===== src/pkg/iod_pkg.sv =====
// Purpose: shared constants and types for the io pin direction mux
// Assumes: byte-wide register port, one register at the printed offset
// Notes: strap encodings select which pad function each shared pin carries
`default_nettype none
package iod_pkg;
  localparam logic [8:0] IOD_CFG_OFFSET = 9'h004;
  localparam logic [7:0] IOD_CFG_RESET = 8'h00;
  localparam logic [7:0] IOD_CFG_WMASK = 8'h0E;
  localparam int IOD_BIT_PIN1 = 1;
  localparam int IOD_BIT_PIN2 = 2;
  localparam int IOD_BIT_PIN3 = 3;
  localparam logic [1:0] IOD_MEM_STRAP_GPIO = 2'h0;
  localparam logic IOD_MEDIA_STRAP_GPIO = 1'b0;
  localparam logic [1:0] IOD_MEM_STRAP_ALL_DRAM = 2'h3;

  typedef enum {IOD_IN_RESET, IOD_SETTLE, IOD_CAPTURE, IOD_RUN} iod_phase_type;

  // one pad: output value, output enable (low = driving)
  typedef struct packed {
    logic out;
    logic oe_n;
  } iod_pad_type;

  // latched pin-function selection
  typedef struct packed {
    logic pin3_gpio;
    logic pin1_gpio;
    logic pin2_gpio;
    logic pin2_power;
  } iod_sel_type;

  typedef struct packed {
    iod_phase_type phase;
    logic [1:0] mem_sync1;
    logic [1:0] mem_sync2;
    logic media_sync1;
    logic media_sync2;
    iod_sel_type sel;
    logic [7:0] cfg;
    logic [7:0] rdata;
    logic [2:0] gpio_in_sync1;
    logic [2:0] gpio_in_sync2;
    iod_pad_type pad1;
    iod_pad_type pad2;
    iod_pad_type pad3;
  } iod_state_type;
endpackage
`default_nettype wire


===== src/verilog/iod_pin_mux.sv =====
// Purpose: direction control and function select for three shared io pins
// Assumes: straps are stable while reset is high and for a few clocks after
// Notes: pad output enables are active low; strap capture happens after release
//
// Overview of operation
// - pin 3 direction bit: 1 out, 0 in
// - pin 3 is dram line 9 unless straps
// - pin 2 direction bit: 1 out, 0 in
// - pin 2 is dram line 11 unless straps
// - pin 2 may be media power enable
// - pin 1 direction bit: 1 out, 0 in
// - pin 1 is dram line 10 unless straps
// - straps 0 and 00 make all three gpio
`default_nettype none
module iod_pin_mux (
  // clock and reset
  input wire logic I_CORE_CLK,
  input wire logic I_RST,
  // register port
  input wire logic I_REG_WR,
  input wire logic [8:0] I_REG_ADDR,
  input wire logic [7:0] I_REG_WDATA,
  output logic [7:0] O_REG_RDATA,
  // strap pins
  input wire logic [1:0] I_MEMORY_CONFIG_STRAPS,
  input wire logic I_MEDIA_PORT_STRAP,
  // alternate functions from the core
  input wire logic I_DRAM_ADDR_LINE_9,
  input wire logic I_DRAM_ADDR_LINE_10,
  input wire logic I_DRAM_ADDR_LINE_11,
  input wire logic I_MEDIA_PORT_POWER_ENABLE,
  // gpio output values and sampled inputs
  input wire logic [3:1] I_GPIO_OUT,
  output logic [3:1] O_GPIO_IN,
  // shared pads
  input wire logic I_GENERAL_IO_PIN_1,
  output logic O_GENERAL_IO_PIN_1,
  output logic O_GENERAL_IO_PIN_1_OE_N,
  input wire logic I_GENERAL_IO_PIN_2,
  output logic O_GENERAL_IO_PIN_2,
  output logic O_GENERAL_IO_PIN_2_OE_N,
  input wire logic I_GENERAL_IO_PIN_3,
  output logic O_GENERAL_IO_PIN_3,
  output logic O_GENERAL_IO_PIN_3_OE_N,
  // latched selection, for the rest of the chip
  output logic O_PIN2_IS_POWER_ENABLE
);
  iod_pkg::iod_state_type st, next_st;

  // pad drive from selection: gpio follows its direction bit, alternates drive always
  function automatic iod_pkg::iod_pad_type pad_drive(input logic is_gpio, input logic dir,
                                                     input logic gval, input logic alt);
    iod_pkg::iod_pad_type p;
    p.out = is_gpio ? gval : alt;
    p.oe_n = is_gpio ? ~dir : 1'b0;
    return p;
  endfunction

  // next state
  always_comb begin
    next_st = st;
    next_st.mem_sync1 = I_MEMORY_CONFIG_STRAPS;
    next_st.mem_sync2 = st.mem_sync1;
    next_st.media_sync1 = I_MEDIA_PORT_STRAP;
    next_st.media_sync2 = st.media_sync1;
    next_st.gpio_in_sync1 = {I_GENERAL_IO_PIN_3, I_GENERAL_IO_PIN_2, I_GENERAL_IO_PIN_1};
    next_st.gpio_in_sync2 = st.gpio_in_sync1;
    // wait until the straps have crossed both synchroniser stages, then capture once
    case (st.phase)
      iod_pkg::IOD_IN_RESET: begin
        next_st.phase = iod_pkg::IOD_SETTLE;
      end
      // second stage still holds its reset zero here, so capture waits one more clock
      iod_pkg::IOD_SETTLE: begin
        next_st.phase = iod_pkg::IOD_CAPTURE;
      end
      iod_pkg::IOD_CAPTURE: begin
        next_st.phase = iod_pkg::IOD_RUN;
        next_st.sel.pin3_gpio = (st.mem_sync2 == iod_pkg::IOD_MEM_STRAP_GPIO);
        next_st.sel.pin1_gpio = (st.mem_sync2 == iod_pkg::IOD_MEM_STRAP_GPIO);
        next_st.sel.pin2_gpio = (st.mem_sync2 == iod_pkg::IOD_MEM_STRAP_GPIO)
                                && (st.media_sync2 == iod_pkg::IOD_MEDIA_STRAP_GPIO);
        // media strap set and dram not using line 11: pin 2 carries power enable
        next_st.sel.pin2_power = (st.media_sync2 != iod_pkg::IOD_MEDIA_STRAP_GPIO)
                                 && (st.mem_sync2 != iod_pkg::IOD_MEM_STRAP_ALL_DRAM);
      end
      iod_pkg::IOD_RUN: begin
        next_st.phase = iod_pkg::IOD_RUN; // selection frozen until reset
      end
      default: begin
        next_st.phase = iod_pkg::IOD_RUN;
      end
    endcase
    // register write; reserved bits stay zero
    if (I_REG_WR && (I_REG_ADDR == iod_pkg::IOD_CFG_OFFSET)) begin
      next_st.cfg = I_REG_WDATA & iod_pkg::IOD_CFG_WMASK;
    end
    next_st.rdata = (I_REG_ADDR == iod_pkg::IOD_CFG_OFFSET) ? st.cfg : 8'h00;
    // pads; direction bit ignored whenever the alternate owns the pin
    next_st.pad3 = pad_drive(st.sel.pin3_gpio, st.cfg[iod_pkg::IOD_BIT_PIN3], I_GPIO_OUT[3],
                             I_DRAM_ADDR_LINE_9);
    next_st.pad1 = pad_drive(st.sel.pin1_gpio, st.cfg[iod_pkg::IOD_BIT_PIN1], I_GPIO_OUT[1],
                             I_DRAM_ADDR_LINE_10);
    next_st.pad2 = pad_drive(st.sel.pin2_gpio, st.cfg[iod_pkg::IOD_BIT_PIN2], I_GPIO_OUT[2],
                             st.sel.pin2_power ? I_MEDIA_PORT_POWER_ENABLE : I_DRAM_ADDR_LINE_11);
    // until the straps are captured every pad stays released
    if (st.phase != iod_pkg::IOD_RUN) begin
      next_st.pad1 = '{out: 1'b0, oe_n: 1'b1};
      next_st.pad2 = '{out: 1'b0, oe_n: 1'b1};
      next_st.pad3 = '{out: 1'b0, oe_n: 1'b1};
    end
  end

  // state register; constants only under reset
  always_ff @(posedge I_CORE_CLK or posedge I_RST) begin
    if (I_RST) begin
      st <= '0;
      st.phase <= iod_pkg::IOD_IN_RESET;
      st.cfg <= iod_pkg::IOD_CFG_RESET;
      st.pad1 <= '{out: 1'b0, oe_n: 1'b1};
      st.pad2 <= '{out: 1'b0, oe_n: 1'b1};
      st.pad3 <= '{out: 1'b0, oe_n: 1'b1};
    end else begin
      st <= next_st;
    end
  end

  assign O_REG_RDATA = st.rdata;
  assign O_GPIO_IN = st.gpio_in_sync2;
  assign O_GENERAL_IO_PIN_1 = st.pad1.out;
  assign O_GENERAL_IO_PIN_1_OE_N = st.pad1.oe_n;
  assign O_GENERAL_IO_PIN_2 = st.pad2.out;
  assign O_GENERAL_IO_PIN_2_OE_N = st.pad2.oe_n;
  assign O_GENERAL_IO_PIN_3 = st.pad3.out;
  assign O_GENERAL_IO_PIN_3_OE_N = st.pad3.oe_n;
  assign O_PIN2_IS_POWER_ENABLE = st.sel.pin2_power;
endmodule
`default_nettype wire


===== config.mk =====
export PLATFORM = sky130hd
export DESIGN_NAME = iod_pin_mux
export DESIGN_NICKNAME = d
export VERILOG_FILES = /design/src/pkg/iod_pkg.sv /design/src/verilog/iod_pin_mux.sv
export SDC_FILE = /design/constraint.sdc
export NUM_CORES = 1
export LEC_CHECK = 0
export BUFFER_PORTS_ARGS = -buffer_cell sky130_fd_sc_hd__buf_2
export CORE_UTILIZATION = 25
export DETAILED_ROUTE_END_ITERATION = 10
export REMOVE_ABC_BUFFERS = 1
export SYNTH_ARGS = -nofsm -noshare
export SYNTH_HDL_FRONTEND = slang
export SYNTH_SLANG_ARGS = --single-unit

===== constraint.sdc =====
create_clock -name I_CORE_CLK -period 0.95 [get_ports I_CORE_CLK]
set_clock_uncertainty 0.05 [all_clocks]
set_input_delay 0.095 -clock I_CORE_CLK [delete_from_list [all_inputs] [get_ports I_CORE_CLK]]
set_output_delay 0.095 -clock I_CORE_CLK [all_outputs]
set_load 0.01 [all_outputs]

==> load_flow_metrics.sql <==
INSERT INTO impl_metrics (metric_group, metric, value, unit) VALUES
('outcome', 'status', 'complete, but fails checks', ''),
('outcome', 'violated_checks', 'negative setup slack', ''),
('synth', 'synthDominantAreaCellType', 'sky130_fd_sc_hd__dfrtp_1', ''),
('synth', 'share_of_synthesized_registers_carrying_an_async_set_or_reset', '100.0', '%'),
('sta', 'rsz0062_at_grt', 'true', ''),
('floorplanning', 'fp.dieH', '67.34', 'µm'),
('drt', 'finalWirelength', '1.849', 'mm'),
('setup_path', 'cp-startpoint', 'O_PIN2_IS_POWER_ENABLE', ''),
('global_route', 'first_global_vias', '734', ''),
('setup_path', 'critPathBufInv', '2', ''),
('sta', 'achievable-frequency', '963.6', 'MHz'),
('synth', 'netlist_top_cells_area', 'sky130_fd_sc_hd__dfrtp_1 (61%), sky130_fd_sc_hd__buf_4 (7.7%), sky130_fd_sc_hd__dfstp_2 (7.4%)', ''),
('setup_path', 'crit_end', 'O_PIN2_IS_POWER_ENABLE', ''),
('power_and_ir_drop', 'pwr-share-clk', '39.2', '%'),
('synth', 'synth_seq_area_share', '68.35', '%'),
('final_layout', 'number_of_antenna_cells_inserted', '0', ''),
('setup_path', 'end_kind', 'output port', ''),
('sta', 'period_share', '109.2', '%'),
('power_and_ir_drop', 'power_per_cell_area', '1644', 'nW/µm²'),
('power_and_ir_drop', 'finalPower', '2548', 'µW'),
('floorplanning', 'num_rows', '23', ''),
('drt', 'num_vias', '718', ''),
('sta', 'final.min_clock_period', '1.038', 'ns'),
('setup_path', 'worstPathArrival', '0.89', 'ns'),
('hold_path', 'worstHoldPathType', 'input pin to flop', ''),
('drt', 'antenna_left', '0', ''),
('final_layout', 'final_layout_size_suffix_gt1_share', '46.62', '%'),
('sta', 'total_of_endpoints_with_negative_setup_slack_in_the_final_report', '5', ''),
('floorplanning', 'dieArea', '4535', 'µm²'),
('clocking', 'clk_pin_slew', '0.06', 'ns'),
('setup_path', 'worstPathMaxFanout', '2', ''),
('setup_path', 'cp.required', '0.81', 'ns'),
('setup_path', 'setup.worst_path.start_class', 'flop', ''),
('drt', 'post-route-drc-count', '0', ''),
('global_route', 'antenna_found_initial', '0', ''),
('clocking', 'clk-insertion-delay-late', '0.27', 'ns'),
('synth', 'syn_area_per_cell', '13.51', 'µm²'),
('sta', 'finalMaxSlewViolations', '0', ''),
('setup_path', 'critPathMostFrequentCell', 'sky130_fd_sc_hd__buf_6', ''),
('drt', 'drt-vias-per-instance', '3.923', ''),
('synth', 'ys_ff_latch', '29', ''),
('sta', 'post-route-worst-setup-slack', '-0.08780', 'ns'),
('power_and_ir_drop', 'seq_power_share', '51.8', '%'),
('final_layout', 'area_growth_from_synthesis_to_layout', '45.25', '%'),
('placement', 'post_dp_area', '1297', 'µm²'),
('placement', 'dp_hpwl', '1.323', 'mm'),
('synth', 'portion_of_synthesized_cell_area_occupied_by_the_leading_cell_type', '60.96', '%'),
('floorplanning', 'initial_core_util', '26.30', '%'),
('synth', 'synth_most_common_cell', 'sky130_fd_sc_hd__dfrtp_1', ''),
('job', 'cap_violations', '0', ''),
('clocking', 'cts_sinks', '29', ''),
('setup_path', 'rr_endpoint', 'O_GENERAL_IO_PIN_2', ''),
('drt', 'drt_first_pass_iters', '2', ''),
('synth', 'ys_top_cells_by_count', 'sky130_fd_sc_hd__dfrtp_1 (26), sky130_fd_sc_hd__buf_4 (11), sky130_fd_sc_hd__nand2_1 (8)', ''),
('setup_path', 'timing.critical_path.cells', 'buf_6, buf_6', ''),
('synth', 'synth_flop_cell', 'sky130_fd_sc_hd__dfrtp_1', ''),
('setup_path', 'timing.reg2reg.setup_slack', '-0.04', 'ns'),
('power_and_ir_drop', 'switching_share', '21.03', '%'),
('drt', 'first_iter_violations', '17', ''),
('placement', 'place_congestion', '0.7235', ''),
('synth', 'yosysWarnings', '0', ''),
('floorplanning', 'die-width', '67.34', 'µm'),
('final_layout', 'fin_nets', '165', ''),
('setup_path', 'r2r-start', 'O_PIN2_IS_POWER_ENABLE', ''),
('sta', 'finalHoldViolations', '0', ''),
('synth', 'netlist_area', '1067', 'µm²'),
('clocking', 'cts_tree', 'yes', ''),
('synth', 'synthDistinctLibCells', '22', ''),
('clocking', 'h-tree-depth', '2', ''),
('setup_path', 'timing.critical_path.slowest_stage_cell', 'sky130_fd_sc_hd__dfrtp_1', ''),
('floorplanning', 'floorplan.core_area', '4058', 'µm²');
-- through the flow --
stage	hold slack (ns)	setup WS (ns)	cells	setup TNS (ns)
6_report	0.02087	-0.08780	183	-0.3731
5_1_grt	0.01008	-0.1245	183	-0.5728
4_1_cts	0.0002268	-0.1037	182	-0.4358
3_5_place_dp	0.08416	-0.2571	165	-0.9329
3_3_place_gp	0.07955	-0.1961	165	-0.6277
2_1_floorplan	0.07643	-0.06427	72	-0.2589
-- cells by family after synthesis --
group,Yosys count,share of synthesized area [%]
mux,6,6.096
simple gates,22,12.54
other cells,1,0.3514
compound gates,7,3.869
buf+inv,14,8.792
flops,29,68.35
-- registers in the layout (all words and copies together), names as in the netlist --
| signal | flops |
|---|---|
| st | 10 |
| next_st | 6 |
| O_GPIO_IN | 3 |
| O_REG_RDATA | 3 |
| O_GENERAL_IO_PIN_1 | 1 |
| O_GENERAL_IO_PIN_1_OE_N | 1 |
| O_GENERAL_IO_PIN_2 | 1 |
| O_GENERAL_IO_PIN_2_OE_N | 1 |
| O_GENERAL_IO_PIN_3 | 1 |
| O_GENERAL_IO_PIN_3_OE_N | 1 |
| O_PIN2_IS_POWER_ENABLE | 1 |
-- area by class of cell --
cell class                 instances  area (µm²)
inverter                           3       11.26
tap                               50       62.56
multi-input combinational         40       289.0
sequential                        29       729.5
timing repair buffer              53       367.9
clock buffer                       8       90.09
fill                             395        2507
-- power groups by stage --
| stage | Combinational (µW) | Clock, µW | Sequential [µW] |
|---|---|---|---|
| finish | 232 | 998 | 1320 |
| detailed placement | 187 | 0 | 1340 |
| global placement | 183 | 0 | 1340 |
| global route | 256 | 1100 | 1320 |
| CTS | 229 | 1040 | 1320 |
| floorplan | 62.2 | 0 | 1350 |
-- per-layer routing --
| metal | share of wire [%] | up-vias | global-route usage (%) |
|---|---|---|---|
| met4 | 0.81 | 0 | 3.191 |
| met1 | 36 | 344 | 7.987 |
| li1 | - | 348 | - |
| met5 | 0 | - | 0 |
| met2 | 57 | 24 | 16.63 |
| met3 | 6.5 | 2 | 5.574 |
-- tightest hold or removal path, cell delays in order --
cell	delay, ns
sky130_fd_sc_hd__buf_2	0.10
sky130_fd_sc_hd__nand2_1	0.05
sky130_fd_sc_hd__a21oi_1	0.06
-- placed cells by master, fill, tap and decap left out --
cell	instances
sky130_fd_sc_hd__buf_2	36
sky130_fd_sc_hd__dfrtp_1	26
sky130_fd_sc_hd__dlygate4sd3_1	10
sky130_fd_sc_hd__nand2_1	8
sky130_fd_sc_hd__clkbuf_8	6
sky130_fd_sc_hd__buf_6	6
sky130_fd_sc_hd__conb_1	5
sky130_fd_sc_hd__dfstp_2	3
sky130_fd_sc_hd__mux2_1	3
sky130_fd_sc_hd__and2_1	3
sky130_fd_sc_hd__inv_1	3
sky130_fd_sc_hd__o21ai_0	3
sky130_fd_sc_hd__mux2i_1	2
sky130_fd_sc_hd__nor2_1	2
sky130_fd_sc_hd__clkbuf_1	2
sky130_fd_sc_hd__nor2b_1	1
sky130_fd_sc_hd__nor4_4	1
sky130_fd_sc_hd__nor3_2	1
sky130_fd_sc_hd__nand4_2	1
sky130_fd_sc_hd__and3_2	1
sky130_fd_sc_hd__or2_4	1
sky130_fd_sc_hd__nand2b_1	1
sky130_fd_sc_hd__and2_4	1
sky130_fd_sc_hd__mux2_2	1
sky130_fd_sc_hd__a21oi_1	1
sky130_fd_sc_hd__o21ai_1	1
sky130_fd_sc_hd__nand2b_4	1
sky130_fd_sc_hd__o41ai_2	1
sky130_fd_sc_hd__o31ai_2	1
sky130_fd_sc_hd__buf_12	1
-- worst min path at each step --
stage          slack, ns  depth (start not counted)            endpoint               start
2_1_floorplan       0.08                          0         next_st[32]  I_MEDIA_PORT_STRAP
3_3_place_gp        0.08                          3        O_GPIO_IN[1]               I_RST
3_5_place_dp        0.08                          3        O_GPIO_IN[1]               I_RST
4_1_cts           0.0002                          2              st[23]      I_REG_WDATA[3]
5_1_grt             0.01                          3  O_GENERAL_IO_PIN_2       I_GPIO_OUT[2]
6_report            0.02                          3  O_GENERAL_IO_PIN_2       I_GPIO_OUT[2]
-- repair_timing --
item                       in CTS  in global routing
hold endpoints to repair       37                  1
setup endpoints to repair       8                 11
setup buffers                   0                  0
hold buffers                    9                  1
pin swaps                       0                  0
resized for setup              10                  4
Note: power is estimated with default switching activity, not from simulation.
